File: src/hw/lbim_pkg.sv
// Package of constants and types for the leaky bucket input monitor.
`default_nettype none
package lbim_pkg;
    // Register word indices; the APB byte address is four times the index.
    localparam logic [7:0] IDX_UPPER_THR_1 = 8'h54;
    localparam logic [7:0] IDX_LOWER_THR_1 = 8'h55;
    localparam logic [7:0] IDX_SIZE_1 = 8'h56;
    localparam logic [7:0] IDX_DECAY_SEL_1 = 8'h57;
    localparam logic [7:0] IDX_UPPER_THR_2 = 8'h58;
    localparam logic [7:0] IDX_LOWER_THR_2 = 8'h59;
    localparam logic [7:0] IDX_SIZE_2 = 8'h5a;
    localparam logic [7:0] IDX_DECAY_SEL_2 = 8'h5b;
    localparam logic [7:0] IDX_CFG_SEL = 8'h60;
    localparam logic [7:0] IDX_ALARM = 8'h61;
    localparam logic [7:0] IDX_IRQ_STAT = 8'h62;
    localparam logic [7:0] IDX_IRQ_MASK = 8'h63;
    localparam logic [7:0] IDX_FILL_0 = 8'h64;
    // Register byte addresses on the APB bus.
    localparam logic [9:0] OFF_UPPER_THR_1 = {IDX_UPPER_THR_1, 2'b00};
    localparam logic [9:0] OFF_LOWER_THR_1 = {IDX_LOWER_THR_1, 2'b00};
    localparam logic [9:0] OFF_SIZE_1 = {IDX_SIZE_1, 2'b00};
    localparam logic [9:0] OFF_DECAY_SEL_1 = {IDX_DECAY_SEL_1, 2'b00};
    localparam logic [9:0] OFF_UPPER_THR_2 = {IDX_UPPER_THR_2, 2'b00};
    localparam logic [9:0] OFF_LOWER_THR_2 = {IDX_LOWER_THR_2, 2'b00};
    localparam logic [9:0] OFF_SIZE_2 = {IDX_SIZE_2, 2'b00};
    localparam logic [9:0] OFF_DECAY_SEL_2 = {IDX_DECAY_SEL_2, 2'b00};
    localparam logic [9:0] OFF_CFG_SEL = {IDX_CFG_SEL, 2'b00};
    localparam logic [9:0] OFF_ALARM = {IDX_ALARM, 2'b00};
    localparam logic [9:0] OFF_IRQ_STAT = {IDX_IRQ_STAT, 2'b00};
    localparam logic [9:0] OFF_IRQ_MASK = {IDX_IRQ_MASK, 2'b00};
    localparam logic [9:0] OFF_FILL_0 = {IDX_FILL_0, 2'b00};
    // Reset values.
    localparam logic [7:0] RST_UPPER_THR = 8'h06;
    localparam logic [7:0] RST_LOWER_THR = 8'h04;
    localparam logic [7:0] RST_SIZE = 8'h08;
    localparam logic [1:0] RST_DECAY_SEL = 2'h1;
    // Monitoring cycle length.
    localparam int CYCLE_MS = 128;
    localparam int CLK_KHZ = 125000;
    localparam int CYCLE_CLKS = CYCLE_MS * CLK_KHZ;
    // One set of leaky bucket settings.
    typedef struct packed {
        logic [7:0] upper;
        logic [7:0] lower;
        logic [7:0] size;
        logic [1:0] decay;
    } lbim_cfg_t;
endpackage
`default_nettype wire

File: src/hw/lbim_monitor.sv
// Leaky bucket accumulators with inactivity alarms and an APB register file.
`default_nettype none
// Functional notes
// - Subtract one per clean run of 1/2/4/8.
// - Decay code 00..11 gives 128..1024 ms.
// - Decay equals fill rate, half, quarter, eighth.
// - Raise alarm when count reaches upper threshold.
// - Set two upper threshold resets to six.
// - Set one decay select resets to 01.
// - Clamp count at programmed bucket size.
// - Clear alarm when count falls to lower.
module lbim_monitor #(
    parameter int NUM_INPUTS = 4,
    parameter int CYCLE_CLKS = lbim_pkg::CYCLE_CLKS
) (
    // Clock, reset and enable.
    input wire logic sys_clk_i,
    input wire logic rst_b_i,
    input wire logic clk_en_i,
    // Per-input fault indications from the activity detectors (pins).
    input wire logic [NUM_INPUTS-1:0] fault_i,
    // APB slave.
    input wire logic psel_i,
    input wire logic penable_i,
    input wire logic pwrite_i,
    input wire logic [9:0] paddr_i,
    input wire logic [31:0] pwdata_i,
    output logic [31:0] prdata_o,
    output logic pready_o,
    output logic pslverr_o,
    // Alarm and interrupt outputs.
    output logic [NUM_INPUTS-1:0] alarm_o,
    output logic irq_o
);
    logic [NUM_INPUTS-1:0] fault_s1_r;
    logic [NUM_INPUTS-1:0] fault_s2_r;
    logic [NUM_INPUTS-1:0] seen_r;
    logic [31:0] tick_cnt_r;
    logic tick_r;
    lbim_pkg::lbim_cfg_t cfg1_r;
    lbim_pkg::lbim_cfg_t cfg2_r;
    logic [NUM_INPUTS-1:0] cfg_sel_r;
    logic [7:0] fill_r [NUM_INPUTS];
    logic [2:0] clean_r [NUM_INPUTS];
    logic [NUM_INPUTS-1:0] alarm_r;
    logic [NUM_INPUTS-1:0] stat_r;
    logic [NUM_INPUTS-1:0] mask_r;
    logic [NUM_INPUTS-1:0] raise_evt;
    // Read path.
    logic [7:0] rd_idx;
    logic [7:0] fill_sel;
    logic [31:0] prdata_nxt;
    // Write strobes.
    logic wr_upper_1;
    logic wr_lower_1;
    logic wr_size_1;
    logic wr_decay_1;
    logic wr_upper_2;
    logic wr_lower_2;
    logic wr_size_2;
    logic wr_decay_2;
    logic wr_cfg_sel;
    logic wr_mask;
    logic wr_stat;

    // Overview.
    // A free-running divider makes one tick per monitoring cycle. Faults seen on the
    // synchronised pins between two ticks are folded into one sticky bit per input,
    // so a fault of a single clock still costs the input one step of its bucket.
    // On the tick a bucket not clamped to a lowered size moves by at most one: up for a faulty cycle, down
    // after a full clean run. The alarm has hysteresis between the upper and the
    // lower threshold, so a count hovering near one threshold does not chatter.
    // Software sees two configuration sets; each input picks one through the
    // select register. A raised alarm is the only interrupt event.
    // Limitation: settings written in mid-cycle take effect at the next tick, and
    // a size lowered below a count clamps that count at the next tick as well.
    // Keep the clock enable high during APB transfers: a frozen block answers none,
    // and a setup cycle missed that way would leave the master waiting.
    logic wr_en;
    logic rd_en;

    // Access phase completes in one cycle; pready is registered high in it.
    assign wr_en = psel_i && penable_i && pwrite_i && pready_o;
    assign rd_en = psel_i && !penable_i && !pwrite_i;

    // One write strobe per writable register, all qualified by the access phase.
    assign wr_upper_1 = wr_en && (paddr_i == lbim_pkg::OFF_UPPER_THR_1);
    assign wr_lower_1 = wr_en && (paddr_i == lbim_pkg::OFF_LOWER_THR_1);
    assign wr_size_1 = wr_en && (paddr_i == lbim_pkg::OFF_SIZE_1);
    assign wr_decay_1 = wr_en && (paddr_i == lbim_pkg::OFF_DECAY_SEL_1);
    assign wr_upper_2 = wr_en && (paddr_i == lbim_pkg::OFF_UPPER_THR_2);
    assign wr_lower_2 = wr_en && (paddr_i == lbim_pkg::OFF_LOWER_THR_2);
    assign wr_size_2 = wr_en && (paddr_i == lbim_pkg::OFF_SIZE_2);
    assign wr_decay_2 = wr_en && (paddr_i == lbim_pkg::OFF_DECAY_SEL_2);
    assign wr_cfg_sel = wr_en && (paddr_i == lbim_pkg::OFF_CFG_SEL);
    assign wr_mask = wr_en && (paddr_i == lbim_pkg::OFF_IRQ_MASK);
    assign wr_stat = wr_en && (paddr_i == lbim_pkg::OFF_IRQ_STAT);

    // Two-flop synchroniser on the fault pins.
    always_ff @(posedge sys_clk_i or negedge rst_b_i) begin
        if (!rst_b_i) begin
            fault_s1_r <= '0;
            fault_s2_r <= '0;
        end else if (clk_en_i) begin
            fault_s1_r <= fault_i;
            fault_s2_r <= fault_s1_r;
        end
    end

    // Monitoring cycle tick; the count is a parameter so benches can shorten it.
    always_ff @(posedge sys_clk_i or negedge rst_b_i) begin
        if (!rst_b_i) begin
            tick_cnt_r <= '0;
            tick_r <= 1'b0;
        end else if (clk_en_i) begin
            tick_r <= 1'b0;
            if (tick_cnt_r == 32'(CYCLE_CLKS - 1)) begin
                tick_cnt_r <= '0;
                tick_r <= 1'b1;
            end else begin
                tick_cnt_r <= tick_cnt_r + 32'h1;
            end
        end
    end

    // Faults are caught sticky across the cycle so a short glitch still counts.
    always_ff @(posedge sys_clk_i or negedge rst_b_i) begin
        if (!rst_b_i) begin
            seen_r <= '0;
        end else if (clk_en_i) begin
            if (tick_r) begin
                seen_r <= fault_s2_r;
            end else begin
                seen_r <= seen_r | fault_s2_r;
            end
        end
    end

    // One bucket per input; each slice only touches its own counters.
    for (genvar g = 0; g < NUM_INPUTS; g++) begin : g_bucket
        lbim_pkg::lbim_cfg_t cfg_use;
        logic [2:0] run_lim;
        logic [7:0] fill_nxt;
        logic [2:0] clean_nxt;
        logic alarm_nxt;

        // Pick the settings that this input is assigned to.
        assign cfg_use = cfg_sel_r[g] ? cfg2_r : cfg1_r;
        // Clean cycles needed per decrement, minus one: 0, 1, 3 or 7.
        assign run_lim = 3'((4'h1 << cfg_use.decay) - 4'h1);

        // Next fill and clean run for the coming tick.
        always_comb begin
            fill_nxt = fill_r[g];
            clean_nxt = clean_r[g];
            if (seen_r[g]) begin
                // A faulty cycle restarts the clean run.
                clean_nxt = 3'h0;
                if (fill_r[g] < cfg_use.size) begin
                    fill_nxt = fill_r[g] + 8'h1;
                end
            end else if (clean_r[g] >= run_lim) begin
                clean_nxt = 3'h0;
                if (fill_r[g] != 8'h0) begin
                    fill_nxt = fill_r[g] - 8'h1;
                end
            end else begin
                clean_nxt = clean_r[g] + 3'h1;
            end
            // A size lowered below the count pulls the count down with it.
            if (fill_nxt > cfg_use.size) begin
                fill_nxt = cfg_use.size;
            end
        end

        // Alarm hysteresis: raise at the upper threshold, drop at the lower one.
        always_comb begin
            alarm_nxt = alarm_r[g];
            if (fill_nxt >= cfg_use.upper) begin
                alarm_nxt = 1'b1;
            end else if (fill_nxt <= cfg_use.lower) begin
                alarm_nxt = 1'b0;
            end
        end

        // Bucket state only moves on the monitoring tick.
        always_ff @(posedge sys_clk_i or negedge rst_b_i) begin
            if (!rst_b_i) begin
                fill_r[g] <= 8'h0;
                clean_r[g] <= 3'h0;
                alarm_r[g] <= 1'b0;
            end else if (clk_en_i && tick_r) begin
                fill_r[g] <= fill_nxt;
                clean_r[g] <= clean_nxt;
                alarm_r[g] <= alarm_nxt;
            end
        end
    end

    // Rising alarms are the interrupt events; alarm_o still holds the previous alarm.
    assign raise_evt = alarm_r & ~alarm_o;

    // Settings of the first configuration; software may change them at any time.
    always_ff @(posedge sys_clk_i or negedge rst_b_i) begin
        if (!rst_b_i) begin
            cfg1_r.upper <= lbim_pkg::RST_UPPER_THR;
            cfg1_r.lower <= lbim_pkg::RST_LOWER_THR;
            cfg1_r.size <= lbim_pkg::RST_SIZE;
            cfg1_r.decay <= lbim_pkg::RST_DECAY_SEL;
        end else if (clk_en_i) begin
            if (wr_upper_1) begin
                cfg1_r.upper <= pwdata_i[7:0];
            end
            if (wr_lower_1) begin
                cfg1_r.lower <= pwdata_i[7:0];
            end
            if (wr_size_1) begin
                cfg1_r.size <= pwdata_i[7:0];
            end
            if (wr_decay_1) begin
                cfg1_r.decay <= pwdata_i[1:0];
            end
        end
    end

    // Settings of the second configuration.
    always_ff @(posedge sys_clk_i or negedge rst_b_i) begin
        if (!rst_b_i) begin
            cfg2_r.upper <= lbim_pkg::RST_UPPER_THR;
            cfg2_r.lower <= lbim_pkg::RST_LOWER_THR;
            cfg2_r.size <= lbim_pkg::RST_SIZE;
            cfg2_r.decay <= lbim_pkg::RST_DECAY_SEL;
        end else if (clk_en_i) begin
            if (wr_upper_2) begin
                cfg2_r.upper <= pwdata_i[7:0];
            end
            if (wr_lower_2) begin
                cfg2_r.lower <= pwdata_i[7:0];
            end
            if (wr_size_2) begin
                cfg2_r.size <= pwdata_i[7:0];
            end
            if (wr_decay_2) begin
                cfg2_r.decay <= pwdata_i[1:0];
            end
        end
    end

    // Per-input choice of configuration: bit i high selects the second set.
    always_ff @(posedge sys_clk_i or negedge rst_b_i) begin
        if (!rst_b_i) begin
            cfg_sel_r <= '0;
        end else if (clk_en_i) begin
            if (wr_cfg_sel) begin
                cfg_sel_r <= pwdata_i[NUM_INPUTS-1:0];
            end
        end
    end

    // Interrupt mask; a masked status bit still records its event.
    always_ff @(posedge sys_clk_i or negedge rst_b_i) begin
        if (!rst_b_i) begin
            mask_r <= '0;
        end else if (clk_en_i) begin
            if (wr_mask) begin
                mask_r <= pwdata_i[NUM_INPUTS-1:0];
            end
        end
    end

    // Sticky status; a new event wins over a write-one clear in the same cycle.
    always_ff @(posedge sys_clk_i or negedge rst_b_i) begin
        if (!rst_b_i) begin
            stat_r <= '0;
        end else if (clk_en_i) begin
            if (wr_stat) begin
                stat_r <= (stat_r & ~pwdata_i[NUM_INPUTS-1:0]) | raise_evt;
            end else begin
                stat_r <= stat_r | raise_evt;
            end
        end
    end

    // Registered outputs.
    always_ff @(posedge sys_clk_i or negedge rst_b_i) begin
        if (!rst_b_i) begin
            alarm_o <= '0;
            irq_o <= 1'b0;
        end else if (clk_en_i) begin
            alarm_o <= alarm_r;
            irq_o <= |(stat_r & mask_r);
        end
    end

    // Word index of the address; the two byte-select bits play no part in it.
    assign rd_idx = paddr_i[9:2];

    // Fill count of the input that the index points at, zero when none matches.
    always_comb begin
        fill_sel = 8'h0;
        for (int i = 0; i < NUM_INPUTS; i++) begin
            if (rd_idx == 8'(lbim_pkg::IDX_FILL_0 + i)) begin
                fill_sel = fill_r[i];
            end
        end
    end

    // Read mux; unused bits and unmapped addresses read as zero.
    always_comb begin
        prdata_nxt = 32'h0;
        unique case (paddr_i)
            lbim_pkg::OFF_UPPER_THR_1: prdata_nxt[7:0] = cfg1_r.upper;
            lbim_pkg::OFF_LOWER_THR_1: prdata_nxt[7:0] = cfg1_r.lower;
            lbim_pkg::OFF_SIZE_1: prdata_nxt[7:0] = cfg1_r.size;
            lbim_pkg::OFF_DECAY_SEL_1: prdata_nxt[1:0] = cfg1_r.decay;
            lbim_pkg::OFF_UPPER_THR_2: prdata_nxt[7:0] = cfg2_r.upper;
            lbim_pkg::OFF_LOWER_THR_2: prdata_nxt[7:0] = cfg2_r.lower;
            lbim_pkg::OFF_SIZE_2: prdata_nxt[7:0] = cfg2_r.size;
            lbim_pkg::OFF_DECAY_SEL_2: prdata_nxt[1:0] = cfg2_r.decay;
            lbim_pkg::OFF_CFG_SEL: prdata_nxt[NUM_INPUTS-1:0] = cfg_sel_r;
            lbim_pkg::OFF_ALARM: prdata_nxt[NUM_INPUTS-1:0] = alarm_r;
            lbim_pkg::OFF_IRQ_STAT: prdata_nxt[NUM_INPUTS-1:0] = stat_r;
            lbim_pkg::OFF_IRQ_MASK: prdata_nxt[NUM_INPUTS-1:0] = mask_r;
            default: prdata_nxt[7:0] = fill_sel;
        endcase
    end

    // APB answer: data captured in setup, pready high in the access cycle.
    always_ff @(posedge sys_clk_i or negedge rst_b_i) begin
        if (!rst_b_i) begin
            prdata_o <= '0;
            pready_o <= 1'b0;
            pslverr_o <= 1'b0;
        end else if (clk_en_i) begin
            pready_o <= psel_i && !penable_i;
            pslverr_o <= 1'b0;
            if (rd_en) begin
                prdata_o <= prdata_nxt;
            end
        end
    end
endmodule
`default_nettype wire

File: config.mk
export PLATFORM = sky130hd
export DESIGN_NAME = lbim_monitor
export DESIGN_NICKNAME = d
export VERILOG_FILES = /design/src/hw/lbim_pkg.sv /design/src/hw/lbim_monitor.sv
export SDC_FILE = /design/constraint.sdc
export NUM_CORES = 1
export LEC_CHECK = 0
export BUFFER_PORTS_ARGS = -buffer_cell sky130_fd_sc_hd__clkbuf_2
export CORE_MARGIN = 5
export CORE_UTILIZATION = 63
export CTS_CLUSTER_DIAMETER = 40
export CTS_CLUSTER_SIZE = 10
export DETAILED_ROUTE_END_ITERATION = 8
export GPL_ROUTABILITY_DRIVEN = 1
export GPL_TIMING_DRIVEN = 0
export PLACE_DENSITY_LB_ADDON = 0.3
export SYNTH_ARGS = -nofsm -noshare
export SYNTH_HDL_FRONTEND = slang
export SYNTH_SLANG_ARGS = --single-unit
File: constraint.sdc
create_clock -name sys_clk_i -period 6.3 [get_ports sys_clk_i]
set_input_delay 0.945 -clock sys_clk_i [delete_from_list [all_inputs] [get_ports sys_clk_i]]
set_output_delay 0.945 -clock sys_clk_i [all_outputs]
set_load 0.1 [all_outputs]
==> results.md, run 1 <==
- Total Wirelength: 49300 um
- Synth cell types: 92
- Inserted Diodes: 0
- Post-synth ARST share: 100%
- CTS sink count: 171
- Crit path buf inv count: 4
- Worst-path clk slew: ~0.090 ns
- Grt ovf: 0
- Initial antenna violation count: 1
- WS Path Type: flip-flop to flip-flop
- Tightest Pin Transition: just under 1 ns
- Crit-path max cell delay: 0.41 ns
- Final Max Tran Viols: 0
- Status: finished, violations left
- DR WL/cell: between 20 and 25 um
- Top Family by Delay on Critical Path: compound AO/OA/AOI/OAI gates
- Hold_buf cts: 0
- Clock latency at the later pin of the worst-skew pair: 0.45 ns
- Setup WS pre-CTS: -0.533 ns
- Slowest CP cell: mux2i_2
- Num rows: 56
- EDFF count, synth: 0
- Layout area overhead: 9.62%
- First-pass GRT wire length: between 70000 and 80000 um
- Critical Path Source Type: flip-flop
- Post-route DRC: 2
- Clock Tree Buf Depth: 2
- Worst Hold End: tick_cnt_r[31]
- Die height: around 160 um
- Hold_sp: tick_cnt_r[31]
- Initial DRC count: 1879
- Static Leak: approximately 7.1 nW
- R2R setup slack: about 0.20 ns
- # fillers: between 1500 and 2000
- Failing checks: design-rule violations
- DRT Pass-1 Iters: 9
- Main synth FF type: dfrtp_1
- Final-report setup violation count: 0
- Max Freq: between 150 and 200 MHz
- Largest net degree at the start of global routing: between 90 and 100
- Commonest non-fill, non-tap cells in the layout: 160 x dfrtp_1, 152 x ha_1, 137 x nand2_1
- Most common cell after layout, fill and taps aside: dfrtp_1
- HPWL after DPL: between 30000 and 40000 um
- Core area: 0.0233 mm^2
- CTS tree: done
- WHS Path Cells: 1
- Reg-to-Reg End: alarm_r[1]
- IO Pins: 91
- Final setup margin: 0.202 ns
- Period minus WS final: slightly above 6 ns
- Fin. Hold Viols: 0
- Max-cap viol count: 0
- Clock skew: ~0.012 ns
- Pwr per Cell Area: around 160 mW/mm^2
- VDD IR max: 0.000169 V
- Sequential area share after synthesis: between 20 and 30%
- Die X: roughly 160 um
- H-tree levels: 4
- Total global-route track usage: between 30% and 40%
- Number of global-route vias before repair: about 13000
- Final Wtd Congestion: between 1 and 1.5
- Reg-to-Reg Start: cfg_sel_r[1]
- Slew HR: roughly a third
- Mapped Cells: roughly 1600
- Detail Route Antenna Nets: 0
- RSZ-0062 raised after global routing: no
- Synth Register Bits: 171
- Post-Syn Area: roughly 0.015 mm^2
- Cells on worst reg2reg path: 23
- Hold Path Class: flip-flop to flip-flop
- Yosys warns: 0
- CP required: 6.60 ns
- Via count: about 14000
- Share of cells above drive strength 1: about 16%
- Crit-path max FO: 10
- Final Cycle Share: a little over nine tenths
- CP arrival: 6.40 ns
- Avg Inst Size Synth: 9.25 um^2
- Fin nets: roughly 1900
- Port Buffers: 40
- Die ar.: approximately 0.027 mm^2
- Worst-path cell chain: buf_2 -> mux2i_2 -> ha_1 -> a211o_1 -> a221oi_1 -> o211ai_1 -> buf_2 -> o311ai_0 -> o211a_1 -> inv_1 -> ha_1 -> or3_1 -> o221ai_1 -> a21o_2 -> clkbuf_2 -> nand3_1 -> o21ai_0 -> ha_1 -> and3_1 -> o21ai_0 -> a21oi_1 -> o21ai_0 -> o211ai_1
- CTS Buf Count: 17
- Via density: ~6.8
- Finished Core Util: 69.6%
- Initial Util: between 60% and 70%
- CTS Root Cell: clkbuf_16
- Setup crit end kind: flip-flop
==> what timing repair did <==
action,in CTS,in global routing
cloned,0,0
buffers inserted,0,0
gates resized for setup,3,27
endpoints found under the setup margin,3,4
==> final cells by class <==
cell class | count | area [um^2] | area share, %
multi-input cells | 1283 | 9830 | 60.7
clock buffers | 17 | 425 | 2.63
flip-flops and latches | 171 | 4290 | 26.5
well taps | 319 | 399 | 2.46
inverters | 58 | 218 | 1.34
repair buffers | 41 | 236 | 1.46
clock inverters | 15 | 216 | 1.34
plain buffers | 105 | 578 | 3.57
==> how the worst max path moves through the flow <==
stage / start / endpoint / cells after the start / slack, ns
global route: cfg_sel_r[1] / alarm_r[1] / 23 / 0.02
floorplan: cfg_sel_r[3] / alarm_r[3] / 26 / 0.76
detailed placement: cfg_sel_r[3] / alarm_r[3] / 25 / -0.53
finish: cfg_sel_r[1] / alarm_r[1] / 23 / 0.20
CTS: cfg_sel_r[1] / alarm_r[1] / 24 / 0.01
global placement: cfg_sel_r[3] / alarm_r[3] / 26 / -0.37
==> cell families after synthesis <==
group,Yosys count,synth area share [%]
and+or+nand+nor,473,16.1
adders and majority gates,152,12.9
other,1,0.0254
buffers and inverters,168,5.44
AOI/OAI and AO/OA,365,17.2
DFF,171,29.0
muxes,225,16.9
xor gates and xnor gates,43,2.55
==> where the power goes <==
part / internal, W / switching, W
combinational: 0.0000692 / 0.000244
sequential: 0.00113 / 0.0000321
clock: 0.000558 / 0.000591
==> worst register-to-register path: stages, from the launching register on <==
cell      delay [ns]
dfrtp_1         0.32
buf_2           0.33
mux2i_2         0.42
ha_1            0.31
a211o_1         0.29
a221oi_1        0.33
o211ai_1        0.22
buf_2           0.24
o311ai_0        0.35
o211a_1         0.29
inv_1           0.06
ha_1            0.19
or3_1           0.35
o221ai_1        0.33
a21o_2          0.30
clkbuf_2        0.24
nand3_1         0.10
o21ai_0         0.21
ha_1            0.33
and3_1          0.16
o21ai_0         0.15
a21oi_1         0.07
o21ai_0         0.20
o211ai_1        0.14
==> stage by stage <==
| stage | setup TNS, ns | instances | power, W | hold WS (ns) | instance area (um^2) |
|---|---|---|---|---|---|
| after global routing | 0 | 2009 | 0.00270 | 0.502 | 16200 |
| after global placement | -0.692 | 1981 | 0.00148 | 0.461 | 15500 |
| after detailed placement | -1.07 | 1982 | 0.00149 | 0.462 | 15500 |
| after CTS | 0 | 2012 | 0.00262 | 0.475 | 16100 |
| final | 0 | 2009 | 0.00262 | 0.474 | 16200 |
| after floorplan | 0 | 1622 | 0.00141 | 0.443 | 14900 |
==> state kept, by name, indices dropped and copies added (netlist names) <==
name / flops
alarm_o: 4
alarm_r: 4
cfg1_r: 26
cfg2_r: 26
cfg_sel_r: 4
clean_r: 12
fault_s1_r: 4
fault_s2_r: 4
fill_r: 32
irq_o: 1
mask_r: 4
prdata_o: 8
pready_o: 1
seen_r: 4
stat_r: 4
tick_cnt_r: 32
tick_r: 1
==> layer usage <==
layer,track usage [%],up-vias,share of wire (%)
met5,0,-,0.026
met4,16.7,2,5.2
met3,8.35,160,10
met2,57.2,777,45
met1,50.1,6550,40
li1,-,6079,-
==> synthesized netlist by cell type, types with 36 or more instances <==
master | number | area share, %
nor2_1 | 97 | 2.5
nand3_1 | 43 | 1.5
mux2_2 | 89 | 6.8
dfrtp_1 | 161 | 27
nand2_1 | 138 | 3.5
clkbuf_1 | 60 | 1.5
inv_1 | 58 | 1.5
a21o_1 | 36 | 1.8
ha_1 | 152 | 13
o21ai_0 | 76 | 2.6
a21oi_1 | 66 | 2.2
mux2i_1 | 126 | 8.5
Power figures use the tool's default switching activity.
==> run 2, diff against run 1 <==
Settings changed: ABC_AREA from default to 1.
==> run 2 against run 1 <==
- the flow now finishes without violations
- critical endpoint unchanged
- utilization shrank 0.34 points
- worst setup slack gained 0.18 ns
- combinational power grew 14%
- final area shrank 0.49%
- first-iteration DRC count shrank 0.53%
- global-route usage grew 0.42 points
==> results.md, run 2 <==
- Placed cell area: between 0.015 and 0.02 mm^2
- Total Wirelength: about 50000 um
- Fin nets: 2462
- Total global-route track usage: a little under two fifths
- Adder-cell share of the synthesized area: approximately an eighth
- Cells on worst reg2reg path: 29
- CTS sink count: 171
- Internal power: 0.00178 W
- Share of cells above drive strength 1: approximately 7.4%
- Slowest CP cell: clkbuf_1
- Max-cap viol count: 0
- Die X: 163 um
- Clock latency at the later pin of the worst-skew pair: around 0.46 ns
- H-tree levels: 4
- Commonest non-fill, non-tap cells in the layout: 680 x nand2_1, 231 x inv_1, 215 x o21ai_0
- Synth cell types: between 40 and 50
- Post-synthesis simple-gate area fraction: 33.3%
- Die ar.: ~0.027 mm^2
- Yosys warns: 0
- Synth Register Bits: ~170
- Final Wtd Congestion: 1.03
- Initial antenna violation count: 1
- Crit-path max cell delay: ~0.37 ns
- CP required: 6.65 ns
- Avg Inst Size Synth: 6.77 um^2
- Mapped Cells: 2175
- Fin. Hold Viols: 0
- Core area: about 0.023 mm^2
- RSZ-0062 raised after global routing: no
- Num rows: between 50 and 60
- WS Path Type: flip-flop to flip-flop
- CTS tree: done
- Final Max Tran Viols: 0
- Final Cycle Share: between 90% and 100%
- Grt ovf: 0
- CP Depth: 29
- Static Leak: 8.16 nW
- CTS Root Cell: clkbuf_16
- Worst Setup SP: cfg_sel_r[1]
- Top flop regs: fill_r: 32 flops, tick_cnt_r: 32 flops
- HPWL after DPL: between 30000 and 40000 um
- Hold Path Class: primary input to asynchronous set/reset pin
- R2R setup slack: about 0.38 ns
- Initial Util: a little under two thirds
- Crit path top cell by count: nand2_1
- Worst-path clk slew: 0.09 ns
- Via count: about 16000
- Xor/xnor share of the synthesized area: 2.02%
- Reg power frac: between 40% and 50%
- Power share of the clock group: 43.7%
- CP Capture Point: alarm_r[1]
- Status: finished, final reports clean
- CTS resizes: 0
- Gate power share: 13.2%
- Combinational family with the most area after synthesis: simple AND/OR/NAND/NOR gates
- Port Buffers: 40
- DRT Pass-1 Iters: 7
- First-pass GRT wire length: 77700 um
- Largest net degree at the start of global routing: between 100 and 150
- Total power: approximately 0.0027 W
- Net switching power: just over 0.0009 W
- Synth Area in Compound Gates: around 14%
- VDD IR max: 0.000171 V
- Crit path buf inv count: 5
- Area leader, netlist: dfrtp_1
- CP arrival: roughly 6.3 ns
- DR WL/cell: ~19 um
- Final-report setup violation count: 0
- Period minus WS final: a little under 6 ns
- Post-CTS Setup Bufs: 0
- IO Pins: 91
- Detail Route Antenna Nets: 0
- Fin area: roughly 0.016 mm^2
- Initial DRC count: ~1900
- Number of global-route vias before repair: about 14000
- Most common cell after layout, fill and taps aside: nand2_1
- Layout area overhead: 9.40%
- Setup crit end kind: flip-flop
- Via density: about 6
- Main synth FF type: dfrtp_1
- Top Family by Delay on Critical Path: simple AND/OR/NAND/NOR gates
- Die height: around 160 um
- Clock Tree Buf Depth: 2
- TNS Setup: 0 ns
- Sw Ratio: roughly a third
- CTS Buf Count: 17
- Critical Path Source Type: flip-flop
- EDFF count, synth: 0
- Leading post-synthesis cells by cell area: dfrtp_1 27%, nand2_1 17%, ha_1 13%
- Clock skew: 0.0193 ns
- Synth top area share: 27.3%
- Tightest Pin Transition: approximately 1.1 ns
- Post-synth ARST share: 100%
- Post-route DRC: 0
- Top post-synthesis cells by count: 680 x nand2_1, 231 x inv_1, 215 x o21ai_0, 196 x nand3_1, 161 x dfrtp_1
- Post-Syn Area: around 0.015 mm^2
- Max Freq: ~170 MHz
- Reg-to-Reg End: alarm_r[1]
- Hold_buf cts: 0
- Count leader, synth: nand2_1
- Crit-path max FO: 11
- Sequential area share after synthesis: between 20% and 30%
- Pwr per Cell Area: ~170 mW/mm^2
- Slew HR: ~29%
- Finished Core Util: a little under 70%
- Reg-to-Reg Start: cfg_sel_r[1]
- Post-synthesis mux area share: 0%
-- run 2: area by class of cell --
cell class	instances	area (um^2)
diodes	1	2.50
plain buffers	88	450
clock buffers	17	425
clock inverters	15	218
fillers	2010	7140
inverters	234	878
multi-input cells	1705	9220
flip-flops and latches	171	4290
well taps	319	399
repair buffers	41	236
-- run 2: how the worst min path moves through the flow --
stage,cells after the start,from,to
after floorplan,2,fault_s1_r[0],fault_s1_r[0]
after global placement,2,fault_s1_r[3],fault_s1_r[3]
after detailed placement,2,fault_s1_r[2],fault_s1_r[2]
after CTS,2,fault_s1_r[2],fault_s1_r[2]
after global routing,1,rst_b_i,tick_cnt_r[14]
final,1,rst_b_i,tick_cnt_r[18]
-- run 2: metrics by stage --
| step | instances | setup slack [ns] | hold WS (ns) |
|---|---|---|---|
| 2_1_floorplan | 2199 | 1.48 | 0.442 |
| 3_3_place_gp | 2558 | 0.443 | 0.458 |
| 3_5_place_dp | 2559 | 0.380 | 0.461 |
| 4_1_cts | 2591 | 0.313 | 0.481 |
| 5_1_grt | 2590 | 0.0219 | 0.513 |
| 6_report | 2591 | 0.383 | 0.461 |
-- run 2: logic make-up (layout without fill, tap and decap cells) --
| family | after synthesis | count (layout) |
|---|---|---|
| adder cells (fa/ha/maj) | 152 | 152 |
| other | 1 | 26 |
| flip-flops | 171 | 171 |
| AND/OR/NAND/NOR | 1122 | 1122 |
| AO/OA/AOI/OAI | 372 | 372 |
| XOR/XNOR | 34 | 34 |
| buffers and inverters | 323 | 395 |
-- run 2: metal layers --
layer  vias up  share of wire, %  GRT usage, %
met5         -                 0             0
met2       907                44          59.3
li1       7355                 -             -
met3       202                11          8.18
met1      7161                40          49.4
met4         0               5.4          17.5
-- run 2: power by group through the flow --
stage          clock, W  sequential (W)  combinational, W
5_1_grt         0.00121         0.00117          0.000389
4_1_cts         0.00117         0.00116          0.000354
6_report        0.00118         0.00116          0.000357
2_1_floorplan         0         0.00122          0.000223
3_3_place_gp          0         0.00118          0.000343
3_5_place_dp          0         0.00118          0.000352
